$ cat src/include/chg_cfg_pkg.sv
// charger configuration registers: addresses, reset values, field layout,
// decoded setting bundle and the decode functions called by the rtl decode.
// assumes the serial-port slave presents one byte access per strobe.
package chg_cfg_pkg;
  // ==========================================
  // register addresses and reset values
  localparam logic [7:0] ADDR_PRE_TERM = 8'h03;
  localparam logic [7:0] ADDR_VOLT = 8'h04;
  localparam logic [7:0] ADDR_TIMER = 8'h05;
  localparam logic [7:0] RST_PRE_TERM = 8'h11;
  localparam logic [7:0] RST_VOLT = 8'hb2;
  localparam logic [7:0] RST_TIMER = 8'hdc;
  localparam logic [7:0] RD_UNMAPPED = 8'h00;
  // ==========================================
  // field positions
  localparam int PRE_HI = 7;
  localparam int PRE_LO = 4;
  localparam int TERM_HI = 2;
  localparam int TERM_LO = 0;
  localparam int CHARGE_VOLTAGE_CODE_HI = 7;
  localparam int CHARGE_VOLTAGE_CODE_LO = 2;
  localparam int LOWV_BIT = 1;
  localparam int RECHG_BIT = 0;
  localparam int TERM_EN_BIT = 7;
  localparam int BSR_BIT = 6;
  localparam int WDOG_HI = 5;
  localparam int WDOG_LO = 4;
  localparam int TMR_EN_BIT = 3;
  localparam int TMR_HI = 2;
  localparam int TMR_LO = 1;
  // ==========================================
  // setting units (ma, mv, s, hrs)
  localparam logic [10:0] TERM_STEP_MA = 11'h080;
  localparam logic [12:0] CHARGE_VOLTAGE_CODE_OFS_MV = 13'hdb0;
  localparam logic [12:0] CHARGE_VOLTAGE_CODE_STEP_MV = 13'h010;
  localparam logic [12:0] CHARGE_VOLTAGE_CODE_MAX_MV = 13'h1130;
  localparam logic [11:0] LOWV_0_MV = 12'haf0;
  localparam logic [11:0] LOWV_1_MV = 12'hbb8;
  localparam logic [8:0] RECHG_0_MV = 9'h064;
  localparam logic [8:0] RECHG_1_MV = 9'h12c;

  typedef struct packed {
    logic [11:0] precharge_ma;
    logic [10:0] term_ma;
    logic [12:0] charge_mv;
    logic [11:0] entry_mv;
    logic [8:0] recharge_mv;
    logic term_en;
    logic bsr_en;
    logic [7:0] wdog_s;
    logic timer_en;
    logic [4:0] limit_hrs;
  } charge_settings_s;

  // ==========================================
  // decode functions
  // not linear: 0101 jumps to 768, both 0000 and 0001 give 128
  function automatic logic [11:0] precharge_lut(input logic [3:0] code);
    logic [11:0] ma;
    case (code)
      4'h0, 4'h1: ma = 12'h080;
      4'h2: ma = 12'h100;
      4'h3: ma = 12'h180;
      4'h4: ma = 12'h200;
      default: ma = {4'h0, code, 4'h0} + {4'h0, code, 4'h0} +
                    {4'h0, code, 4'h0} + {4'h0, code, 4'h0} +
                    {4'h0, code, 4'h0} + {4'h0, code, 4'h0} +
                    {4'h0, code, 4'h0} + {4'h0, code, 4'h0} + 12'h080;
    endcase
    return ma;
  endfunction : precharge_lut

  function automatic logic [10:0] term_ma(input logic [2:0] code);
    return TERM_STEP_MA + 11'(code) * TERM_STEP_MA;
  endfunction : term_ma

  function automatic logic [12:0] charge_mv(input logic [5:0] code);
    logic [12:0] mv;
    mv = CHARGE_VOLTAGE_CODE_OFS_MV + 13'(code) * CHARGE_VOLTAGE_CODE_STEP_MV;
    return (mv > CHARGE_VOLTAGE_CODE_MAX_MV) ? CHARGE_VOLTAGE_CODE_MAX_MV : mv;
  endfunction : charge_mv

  function automatic logic [7:0] wdog_s(input logic [1:0] code);
    case (code)
      2'h1: return 8'h28;
      2'h2: return 8'h50;
      2'h3: return 8'ha0;
      default: return 8'h00;
    endcase
  endfunction : wdog_s

  function automatic logic [4:0] limit_hrs(input logic [1:0] code);
    case (code)
      2'h0: return 5'h05;
      2'h1: return 5'h08;
      2'h2: return 5'h0c;
      default: return 5'h14;
    endcase
  endfunction : limit_hrs
endpackage : chg_cfg_pkg

$ cat src/rtl/chg_cfg_regs.sv
// charger current, voltage and timer configuration registers with decode.
// assumes the serial-port slave gives single-cycle strobes on core_clk.
//
// Functional notes
// - pre-charge code decodes by table; 0000/0001 give 128, 0101 gives 768 mA.
// - pre-charge code resets to 0001, 128 mA; range 128 to 2048 mA.
// - termination code weights 128/256/512 mA plus 128 mA offset.
// - termination code resets to 001; whole register resets to 0x11.
// - voltage code weights 16 to 512 mV over 3.504 V; top 4.400 V.
// - voltage code resets to 101100, 4.208 V; register resets to 0xb2.
// - bit 1 selects fast-charge entry 2.8 V or 3.0 V; resets to 1.
// - bit 0 selects recharge drop 100 or 300 mV; resets to 0.
// - bit 7 of timer register enables termination; resets to 1.
// - battery-switch reset enable resets only on power-on or soft reset.
// - watchdog code: off, 40 s, 80 s, 160 s; resets to 01.
// - bit 3 enables safety timer; bits 2:1 pick 5/8/12/20 hrs.
// - time limit resets to 10, 12 hrs; register resets to 0xdc.
// - soft register reset restores defaults; no request keeps settings.
// - reduced-current control halves applied pre-charge current.
module chg_cfg_regs #(
  parameter int ADDR_W = 8,
  parameter int DATA_W = 8
) (
  // clock, reset, enable
  input wire logic core_clk,
  input wire logic nrst,
  input wire logic clk_en,
  // register access from the serial-port slave
  input wire logic wr_en,
  input wire logic rd_en,
  input wire logic [ADDR_W-1:0] addr,
  input wire logic [DATA_W-1:0] wr_data,
  output logic [DATA_W-1:0] rd_data,
  output logic rd_valid,
  // reset sources besides nrst
  input wire logic soft_rst,
  input wire logic sys_rst,
  // control from elsewhere in the map
  input wire logic force_reduced_current,
  // decoded settings
  output chg_cfg_pkg::charge_settings_s settings
);
  // ==========================================
  // elaboration checks
  if (DATA_W != 8) begin : g_bad_data
    $error("chg_cfg_regs: DATA_W must be 8");
  end
  if (ADDR_W < 3 || ADDR_W > 8) begin : g_bad_addr
    $error("chg_cfg_regs: ADDR_W must be 3 to 8");
  end

  // ==========================================
  // storage
  logic [7:0] pre_term_ff;
  logic [7:0] volt_ff;
  logic [7:0] timer_ff;
  logic [7:0] rd_data_ff;
  logic rd_valid_ff;
  chg_cfg_pkg::charge_settings_s settings_ff;
  chg_cfg_pkg::charge_settings_s nxt_settings;

  function automatic logic hit(input logic [ADDR_W-1:0] a, input logic [7:0] ofs);
    // zero-extend; ADDR_W never exceeds 8
    return 8'(a) == ofs;
  endfunction : hit

  logic wr_pre_term;
  logic wr_volt;
  logic wr_timer;
  logic any_rst;

  assign wr_pre_term = wr_en && hit(addr, chg_cfg_pkg::ADDR_PRE_TERM);
  assign wr_volt = wr_en && hit(addr, chg_cfg_pkg::ADDR_VOLT);
  assign wr_timer = wr_en && hit(addr, chg_cfg_pkg::ADDR_TIMER);
  // a reset request in the same cycle as a write wins
  assign any_rst = soft_rst || sys_rst;

  // ==========================================
  // pre-charge and termination register
  always_ff @(posedge core_clk or negedge nrst) begin
    if (!nrst) begin
      pre_term_ff <= chg_cfg_pkg::RST_PRE_TERM;
    end else if (clk_en) begin
      if (any_rst) begin
        pre_term_ff <= chg_cfg_pkg::RST_PRE_TERM;
      end else if (wr_pre_term) begin
        pre_term_ff <= wr_data;
      end
    end
  end

  // ==========================================
  // charge voltage register
  always_ff @(posedge core_clk or negedge nrst) begin
    if (!nrst) begin
      volt_ff <= chg_cfg_pkg::RST_VOLT;
    end else if (clk_en) begin
      if (any_rst) begin
        volt_ff <= chg_cfg_pkg::RST_VOLT;
      end else if (wr_volt) begin
        volt_ff <= wr_data;
      end
    end
  end

  // ==========================================
  // termination and timer register
  // battery-switch reset enable survives every reset but power-on and soft
  always_ff @(posedge core_clk or negedge nrst) begin
    if (!nrst) begin
      timer_ff <= chg_cfg_pkg::RST_TIMER;
    end else if (clk_en) begin
      if (soft_rst) begin
        timer_ff <= chg_cfg_pkg::RST_TIMER;
      end else if (sys_rst) begin
        timer_ff <= chg_cfg_pkg::RST_TIMER;
        timer_ff[chg_cfg_pkg::BSR_BIT] <= timer_ff[chg_cfg_pkg::BSR_BIT];
      end else if (wr_timer) begin
        timer_ff <= wr_data;
      end
    end
  end

  // ==========================================
  // read port
  always_ff @(posedge core_clk or negedge nrst) begin
    if (!nrst) begin
      rd_data_ff <= chg_cfg_pkg::RD_UNMAPPED;
      rd_valid_ff <= 1'b0;
    end else if (clk_en) begin
      rd_valid_ff <= rd_en;
      if (rd_en) begin
        if (hit(addr, chg_cfg_pkg::ADDR_PRE_TERM)) begin
          rd_data_ff <= pre_term_ff;
        end else if (hit(addr, chg_cfg_pkg::ADDR_VOLT)) begin
          rd_data_ff <= volt_ff;
        end else if (hit(addr, chg_cfg_pkg::ADDR_TIMER)) begin
          rd_data_ff <= timer_ff;
        end else begin
          rd_data_ff <= chg_cfg_pkg::RD_UNMAPPED;
        end
      end
    end
  end

  assign rd_data = rd_data_ff;
  assign rd_valid = rd_valid_ff;

  // ==========================================
  // decode and settings register
  chg_setting_decode u_decode (
    .pre_term(pre_term_ff),
    .volt(volt_ff),
    .timer(timer_ff),
    .force_reduced_current(force_reduced_current),
    .settings(nxt_settings)
  );

  // one cycle behind the registers; settings never glitch mid-cycle
  always_ff @(posedge core_clk or negedge nrst) begin
    if (!nrst) begin
      settings_ff <= '0;
    end else if (clk_en) begin
      settings_ff <= nxt_settings;
    end
  end

  assign settings = settings_ff;

  // ==========================================
  // checks
  // checks wait one enabled edge past reset release; that edge still resets
  logic armed_ff;

  always_ff @(posedge core_clk or negedge nrst) begin
    if (!nrst) begin
      armed_ff <= 1'b0;
    end else if (clk_en) begin
      armed_ff <= 1'b1;
    end
  end
endmodule : chg_cfg_regs

$ cat src/rtl/chg_setting_decode.sv
// field decode of the three configuration bytes into charger settings.
// assumes the caller registers the result; purely combinational here.
module chg_setting_decode (
  // register contents
  input wire logic [7:0] pre_term,
  input wire logic [7:0] volt,
  input wire logic [7:0] timer,
  // halve pre-charge current
  input wire logic force_reduced_current,
  // decoded settings
  output chg_cfg_pkg::charge_settings_s settings
);
  // ==========================================
  // decode
  logic [11:0] pre_full;

  always_comb begin
    pre_full = chg_cfg_pkg::precharge_lut(
      pre_term[chg_cfg_pkg::PRE_HI:chg_cfg_pkg::PRE_LO]);
    settings = '0;
    // halving by shift keeps the table exact for every code
    settings.precharge_ma = force_reduced_current ? (pre_full >> 1) : pre_full;
    settings.term_ma = chg_cfg_pkg::term_ma(
      pre_term[chg_cfg_pkg::TERM_HI:chg_cfg_pkg::TERM_LO]);
    settings.charge_mv = chg_cfg_pkg::charge_mv(
      volt[chg_cfg_pkg::CHARGE_VOLTAGE_CODE_HI:chg_cfg_pkg::CHARGE_VOLTAGE_CODE_LO]);
    settings.entry_mv = volt[chg_cfg_pkg::LOWV_BIT] ?
      chg_cfg_pkg::LOWV_1_MV : chg_cfg_pkg::LOWV_0_MV;
    settings.recharge_mv = volt[chg_cfg_pkg::RECHG_BIT] ?
      chg_cfg_pkg::RECHG_1_MV : chg_cfg_pkg::RECHG_0_MV;
    settings.term_en = timer[chg_cfg_pkg::TERM_EN_BIT];
    settings.bsr_en = timer[chg_cfg_pkg::BSR_BIT];
    settings.wdog_s = chg_cfg_pkg::wdog_s(
      timer[chg_cfg_pkg::WDOG_HI:chg_cfg_pkg::WDOG_LO]);
    settings.timer_en = timer[chg_cfg_pkg::TMR_EN_BIT];
    settings.limit_hrs = chg_cfg_pkg::limit_hrs(
      timer[chg_cfg_pkg::TMR_HI:chg_cfg_pkg::TMR_LO]);
  end
endmodule : chg_setting_decode

$ cat config.mk
export PLATFORM = sky130hd
export DESIGN_NAME = chg_cfg_regs
export DESIGN_NICKNAME = d
export VERILOG_FILES = /design/src/include/chg_cfg_pkg.sv /design/src/rtl/chg_cfg_regs.sv /design/src/rtl/chg_setting_decode.sv
export SDC_FILE = /design/constraint.sdc
export NUM_CORES = 1
export LEC_CHECK = 0
export BUFFER_PORTS_ARGS = -buffer_cell sky130_fd_sc_hd__buf_2
export CAP_MARGIN = 40
export CORE_AREA = 2 2 101 103
export CTS_BUF_LIST = sky130_fd_sc_hd__clkbuf_8
export CTS_CLUSTER_SIZE = 30
export DETAILED_ROUTE_END_ITERATION = 10
export DIE_AREA = 0 0 103 105
export GPL_TIMING_DRIVEN = 0
export PLACE_DENSITY = 0.63
export SETUP_SLACK_MARGIN = 0.3
export SLEW_MARGIN = 20
export SYNTH_ARGS = -nofsm -noshare
export SYNTH_HDL_FRONTEND = slang
export SYNTH_SLANG_ARGS = --single-unit
export TNS_END_PERCENT = 1
$ cat constraint.sdc
create_clock -name core_clk -period 2.9 [get_ports core_clk]
set_input_delay 0.29 -clock core_clk [delete_from_list [all_inputs] [get_ports core_clk]]
set_output_delay 0.29 -clock core_clk [all_outputs]
set_load 0.03 [all_outputs]
### Word level (Yosys, flattened, before mapping)

Cells that the tools add are included.

* output and inout bits: 82
* register bits: 106
* bits of input ports: 24

* add/sub/neg operators: 10
* equal/unequal tests: 13
* multiplexer cells: 17
* reduce and logical (&&, ||, !) cells: 16
* order comparisons: 1

Operators with widths (count)
* $mux 8: 10
* $add 12x8->12: 6
* $pmux 12 s4: 1
* $pmux 8 s3: 1
* $mux 9: 2
* $eq 8x3->1 const B: 2
* $pmux 5 s3: 1
* $add 12x10->13 const A: 1
* $gt 13x13->1 const B: 1
* $mux 13: 1
* $add 12x8->12 const B: 1
* $mux 12: 1
* $add 8x10->11 const A: 1
* $add 8x8->9: 1
* $eq 4x2->1 const B: 2
* $eq 8x2->1 const B: 1
* $reduce_and 2->1: 4
* $eq 2x2->1 const B: 3
* $reduce_bool 2->1: 3
* $eq 2x1->1 const B: 2
* $eq 4x1->1 const B: 1
* $eq 4x3->1 const B: 1
* $logic_not 4->1: 1
* $logic_and 1x1->1: 3
* other kinds (6): 6

### Logic depth before layout (Yosys ltp)

* depth after elaboration: 10
* depth in mapped cells: 9
* depth with buffers taken out: 9

### Hierarchy

Synthesis repeated with hierarchy kept, for this count alone.

* cells, all modules: 448
* area, all modules: 5317.6 µm²

Modules (own cells, without submodules)
* chg_cfg_regs: cells each 301, area each 4241.6 µm², instances 1, seq. area each 2666.3 µm²
* chg_setting_decode: cells each 147, area each 1076.0 µm², instances 1, seq. area each 0.0 µm²

### Worst setup path after synthesis

Ideal clock, no wire load.

* path kind: register to register
* start point: register pre_term_ff[6]
* end point: register settings_ff (netlist bit settings[71])
* clock period less this slack: 2.363 ns
* arrival time: 2.237 ns
* stages on the path, launching flop included: 10
* slack: 0.537 ns
* cells stage by stage: dfrtp_1 inv_1 ha_1 xor2_1 ha_1 ha_1 a211oi_1 or3_1 a21oi_1 a221o_1

* word-level cells in the longest chain between the ends: 10
* elaborated cells on any way between the ends: 16
* classes of those cells: 8 x add/sub; 4 x eq/ne; 2 x mux; 2 x reduce/logical

RTL lines
* from (decl): line chg_cfg_regs.sv:54 `logic [7:0] pre_term_ff;`
* from (signal assigned): line chg_cfg_regs.sv:82 `pre_term_ff <= chg_cfg_pkg::RST_PRE_TERM;`
* from (signal assigned): line chg_cfg_regs.sv:85 `pre_term_ff <= chg_cfg_pkg::RST_PRE_TERM;`
* from (signal assigned): line chg_cfg_regs.sv:87 `pre_term_ff <= wr_data;`
* $add 8x8->9: line chg_cfg_pkg.sv:65 `default: ma = {4'h0, code, 4'h0} + {4'h0, code, 4'h0} +`
* $add 12x8->12: line chg_cfg_pkg.sv:65
* $add 12x8->12 (2 in a row): line chg_cfg_pkg.sv:66 `{4'h0, code, 4'h0} + {4'h0, code, 4'h0} +`
* $add 12x8->12 (2 in a row): line chg_cfg_pkg.sv:67 `{4'h0, code, 4'h0} + {4'h0, code, 4'h0} +`
* $add 12x8->12 (2 in a row): line chg_cfg_pkg.sv:68 `{4'h0, code, 4'h0} + {4'h0, code, 4'h0} + 12'h080;`
* $pmux 12 s4 (*): line chg_cfg_pkg.sv:60 `case (code)`
* $mux 12 (*): line chg_setting_decode.sv:22 `settings.precharge_ma = force_reduced_current ? (pre_full >> 1) : pre_full;`
* to (signal assigned): line chg_cfg_regs.sv:164 `settings_ff <= nxt_settings;`
* to (decl): line chg_cfg_regs.sv:59 `chg_cfg_pkg::charge_settings_s settings_ff;`

Mark *: on every way between the ends. The rest lies on a longest branch, timed or not.
A chain may end at the register's enable or synchronous reset.

### Worst setup path in the final report

* start point: register pre_term_ff[5]
* end point: register settings_ff (netlist bit settings[71])

Same word-level chain as after synthesis.

==> metrics list <==
* Count of flip-flops with a built-in enable after synthesis: 0
- Total count of hold-check failures in the final report: 0
- Clk pin slew, worst setup/hold paths: approximately 0.080 ns
- For flop-to-flop paths, the worst setup slack is roughly 0.41 ns.
* Async set-or-reset flop fraction in the synthesized netlist: 100%
* Worst-path cell chain: inv_1 > ha_1 > xor2_1 > ha_1 > ha_1 > a211oi_1 > or3_1 > a21oi_1 > a221o_1
- The startpoint identified for the worst register-to-register timing path is pre_term_ff[5].
- Routability-driven placement finished with a final weighted congestion of 0.884.
* Hold path startpoint: wr_data[1]
- Die Height: roughly 110 um
- Ratio of final minimum period to clock period: around 86%
- Area of the multi-input gates: 1730 sq um
* Pre-CTS worst setup slack: approximately 0.32 ns
* Core Region: 9640 sq um
* Master of the slowest instance on the critical path: sky130_fd_sc_hd__dfrtp_1
- Tracing the worst setup path back leads to its startpoint at pre_term_ff[5].
- For this design the ratio of total power to cell area is 431 nW/um^2.
* Initial antenna violation count: 0
* Hpwl dp: 7160 um
- In this run the deepest clock path goes through 2 buffers.
- Antenna-violating nets left: 0
* F_max: 0.401 GHz
* Cell type with the highest occurrence count on the critical path: sky130_fd_sc_hd__ha_1
* Number of nets at the end of the flow: 525
* Static leakage: between 2 and 2.5 nW
* Post-synthesis cell type count: between 50 and 60
- By area the synthesized netlist is led by sky130_fd_sc_hd__dfrtp_1 (38%), sky130_fd_sc_hd__dfstp_2 (7.7%), sky130_fd_sc_hd__buf_4 (7.4%).
- Overall power consumption after layout is estimated at 2.02 mW.
- Type of the worst setup path: flip-flop to flip-flop
- After global routing the overflow that remains totals 0.
* Final setup violation count: 0
- Setup repair after global routing left no endpoint under its margin.
* Average footprint of a synthesized cell: between 10 and 15 sq um
* Synth Flop Type: sky130_fd_sc_hd__dfrtp_1
* Post-synthesis sequential area ratio: 46.1%
- In this run, CTS created clock tree buffers numbering 9.
- The first global-routing pass estimated 14700 um of wire.
* Count of synthesis-stage warnings from yosys: 0
* Iteration count of the initial detailed-routing pass: 4
* Vias post-DR: 3063
- Number of port buffers: 77
- In the routed design, unresolved DRC markers number 0.
- Pin count of the biggest net entering global routing: 58
- Outcome: complete, no violations
- Setup slack of the critical path after layout: ~0.4 ns
- After detailed routing, the number of vias per cell comes to 4.95.
- The cell sitting at the root of the clock tree is a sky130_fd_sc_hd__clkbuf_8.
- Across the run, the number of max-cap violations was 0.
- The die covers between 10000 and 15000 sq um.
* Data required time of the worst path: 3.12 ns
- Clock tree from TritonCTS: yes
- Global routing consumed, over all layers together, about 18% of the routing resources.
* Proportion of layout cells with a drive suffix above 1: a little over a third
* Routed length per placed instance: between 15 and 20 um
- After floorplanning, the core was divided into 36 placement rows.
* # H-tree levels: 3
- By instance count, the leading cell after synthesis is sky130_fd_sc_hd__dfrtp_1.
* Type of the most critical hold path: input port to flip-flop
- Clk Latency, worst-skew pair: ~0.34 ns
- The initial utilization of the core area, before any placement, comes to about two fifths.
- Transition time at the pin with the least slew margin: roughly 0.68 ns
- After detailed routing, the total wire length is 9500 um.
- Startpoint types: flip-flop
- Summed over all failing endpoints, the final setup total negative slack is 0 ns.
- Vias in the first global route: between 2000 and 3000
* Post-synth top cells: sky130_fd_sc_hd__dfrtp_1 (58), sky130_fd_sc_hd__buf_4 (37), sky130_fd_sc_hd__o21ai_0 (26)
- Of all nets on the critical path, the largest fanout is 8.
* Final Skew: 0.00638 ns
- In the synthesized netlist, the number of instances is 361.
- Total of flip-flops plus latches after synthesis: 69
* Horizontal die dimension: 103 um
- Min Clock Period, post-route: about 2.5 ns
* CP Data Arrival Time: 2.72 ns
- Final hold slack: 0.195 ns
- Total I/O pin count: 106
- Count of fill cells added during filler insertion: 938
- The largest single stage delay on the critical path is 0.55 ns.
* Synth top area share: 38.5%
- The number of antenna diodes in the final layout is 0.
- The biggest area contributor in the post-synthesis netlist is sky130_fd_sc_hd__dfrtp_1.
- Drt initial violations: 196
- Final max-slew violation count: 0
* Signed area change from the synthesized netlist to the final layout: 24.0%
- The worst setup path is captured at a flip-flop.
- The sequential cells in the finished layout cover a total of around 1700 sq um.
- In this run the tightest slew margin relative to its limit is 54.4%.
- The clock drives 69 sinks.
- Cell area after synthesis: 3770 sq um
- Worst-case vdd ir drop: between 0.2 and 0.25 mV
[worst paths after layout]
path	cells after the start	to
worst max-delay path	9	settings[71]
worst max register to register	9	settings[71]
worst min-delay path	2	volt_ff[1]
min in group asynchronous	2	settings[58]
max in group asynchronous	3	timer_ff[6]
worst min register to register	2	rd_data[1]
[sequential cells by signal, summed over array words and instances (netlist names)]
register,flops
settings,36
volt_ff,8
pre_term_ff,8
rd_valid,1
rd_data,8
timer_ff,8
[layout make-up]
cell class | count | share of cell area, %
flip-flops and latches | 69 | 37.3
multi-input cells | 251 | 37.1
repair buffers | 82 | 9.58
plain buffers | 50 | 7.12
well taps | 133 | 3.56
clock buffers | 11 | 3.24
inverters | 18 | 1.44
clock inverters | 5 | 0.749
[cell usage in the layout (no fill, tap or decap), drive strengths merged, types with 8 or more instances in the layout]
cell,netlist,layout
a21oi,11,11
a22o,21,21
a22oi,8,8
buf,44,125
clkbuf,6,17
conb,1,28
dfrtp,58,58
dfstp,11,11
ha,20,20
inv,18,18
mux2,11,11
nand2,19,19
nor2,17,17
o21ai,27,27
[cell families after synthesis]
family / Yosys count / synth area share [%]
simple gates: 83 / 12.1
compound gates: 101 / 19.2
xor+xnor: 6 / 1.39
mux: 13 / 3.81
flops: 69 / 46.1
buf+inv: 68 / 10.6
other cells: 1 / 0.0994
fa+ha+maj: 20 / 6.63
[critical path, delay by kind of cell, from the launching register on]
kind            cells  cell delay (ns)
xor+xnor            1             0.15
flops               1             0.55
buf+inv             1             0.15
simple gates        1             0.14
compound gates      3             0.67
fa+ha+maj           3             0.72
[metal layers]
| layer | global-route usage (%) | vias up | routed length [um] |
|---|---|---|---|
| met1 | 25.9 | 1443 | 4450 |
| met4 | 5.17 | 0 | 108 |
| met2 | 26.6 | 123 | 4280 |
| met3 | 4.15 | 10 | 662 |
| met5 | 0 | - | 0 |
| li1 | - | 1487 | - |
[per-stage QoR]
stage	instance area (sq um)	util (%)	instances
floorplan	3870	-	388
detailed placement	4460	46.2	599
global placement	4430	45.9	598
CTS	4650	48.3	616
global route	4680	48.5	619
finish	4680	48.5	619
[what timing repair did]
item,4_1_cts,5_1_grt
hold buffers,1,0
buffers inserted,0,3
gates resized for setup,0,2
hold endpoints to repair,12,0
setup endpoints to repair,0,2
[where the power goes]
group	internal (mW)	leakage (nW)	switching, mW
Sequential	0.986	0.840	0.0119
Combinational	0.0909	1.33	0.194
Clock	0.357	0.0953	0.378
Power figures use the tool's default switching activity.
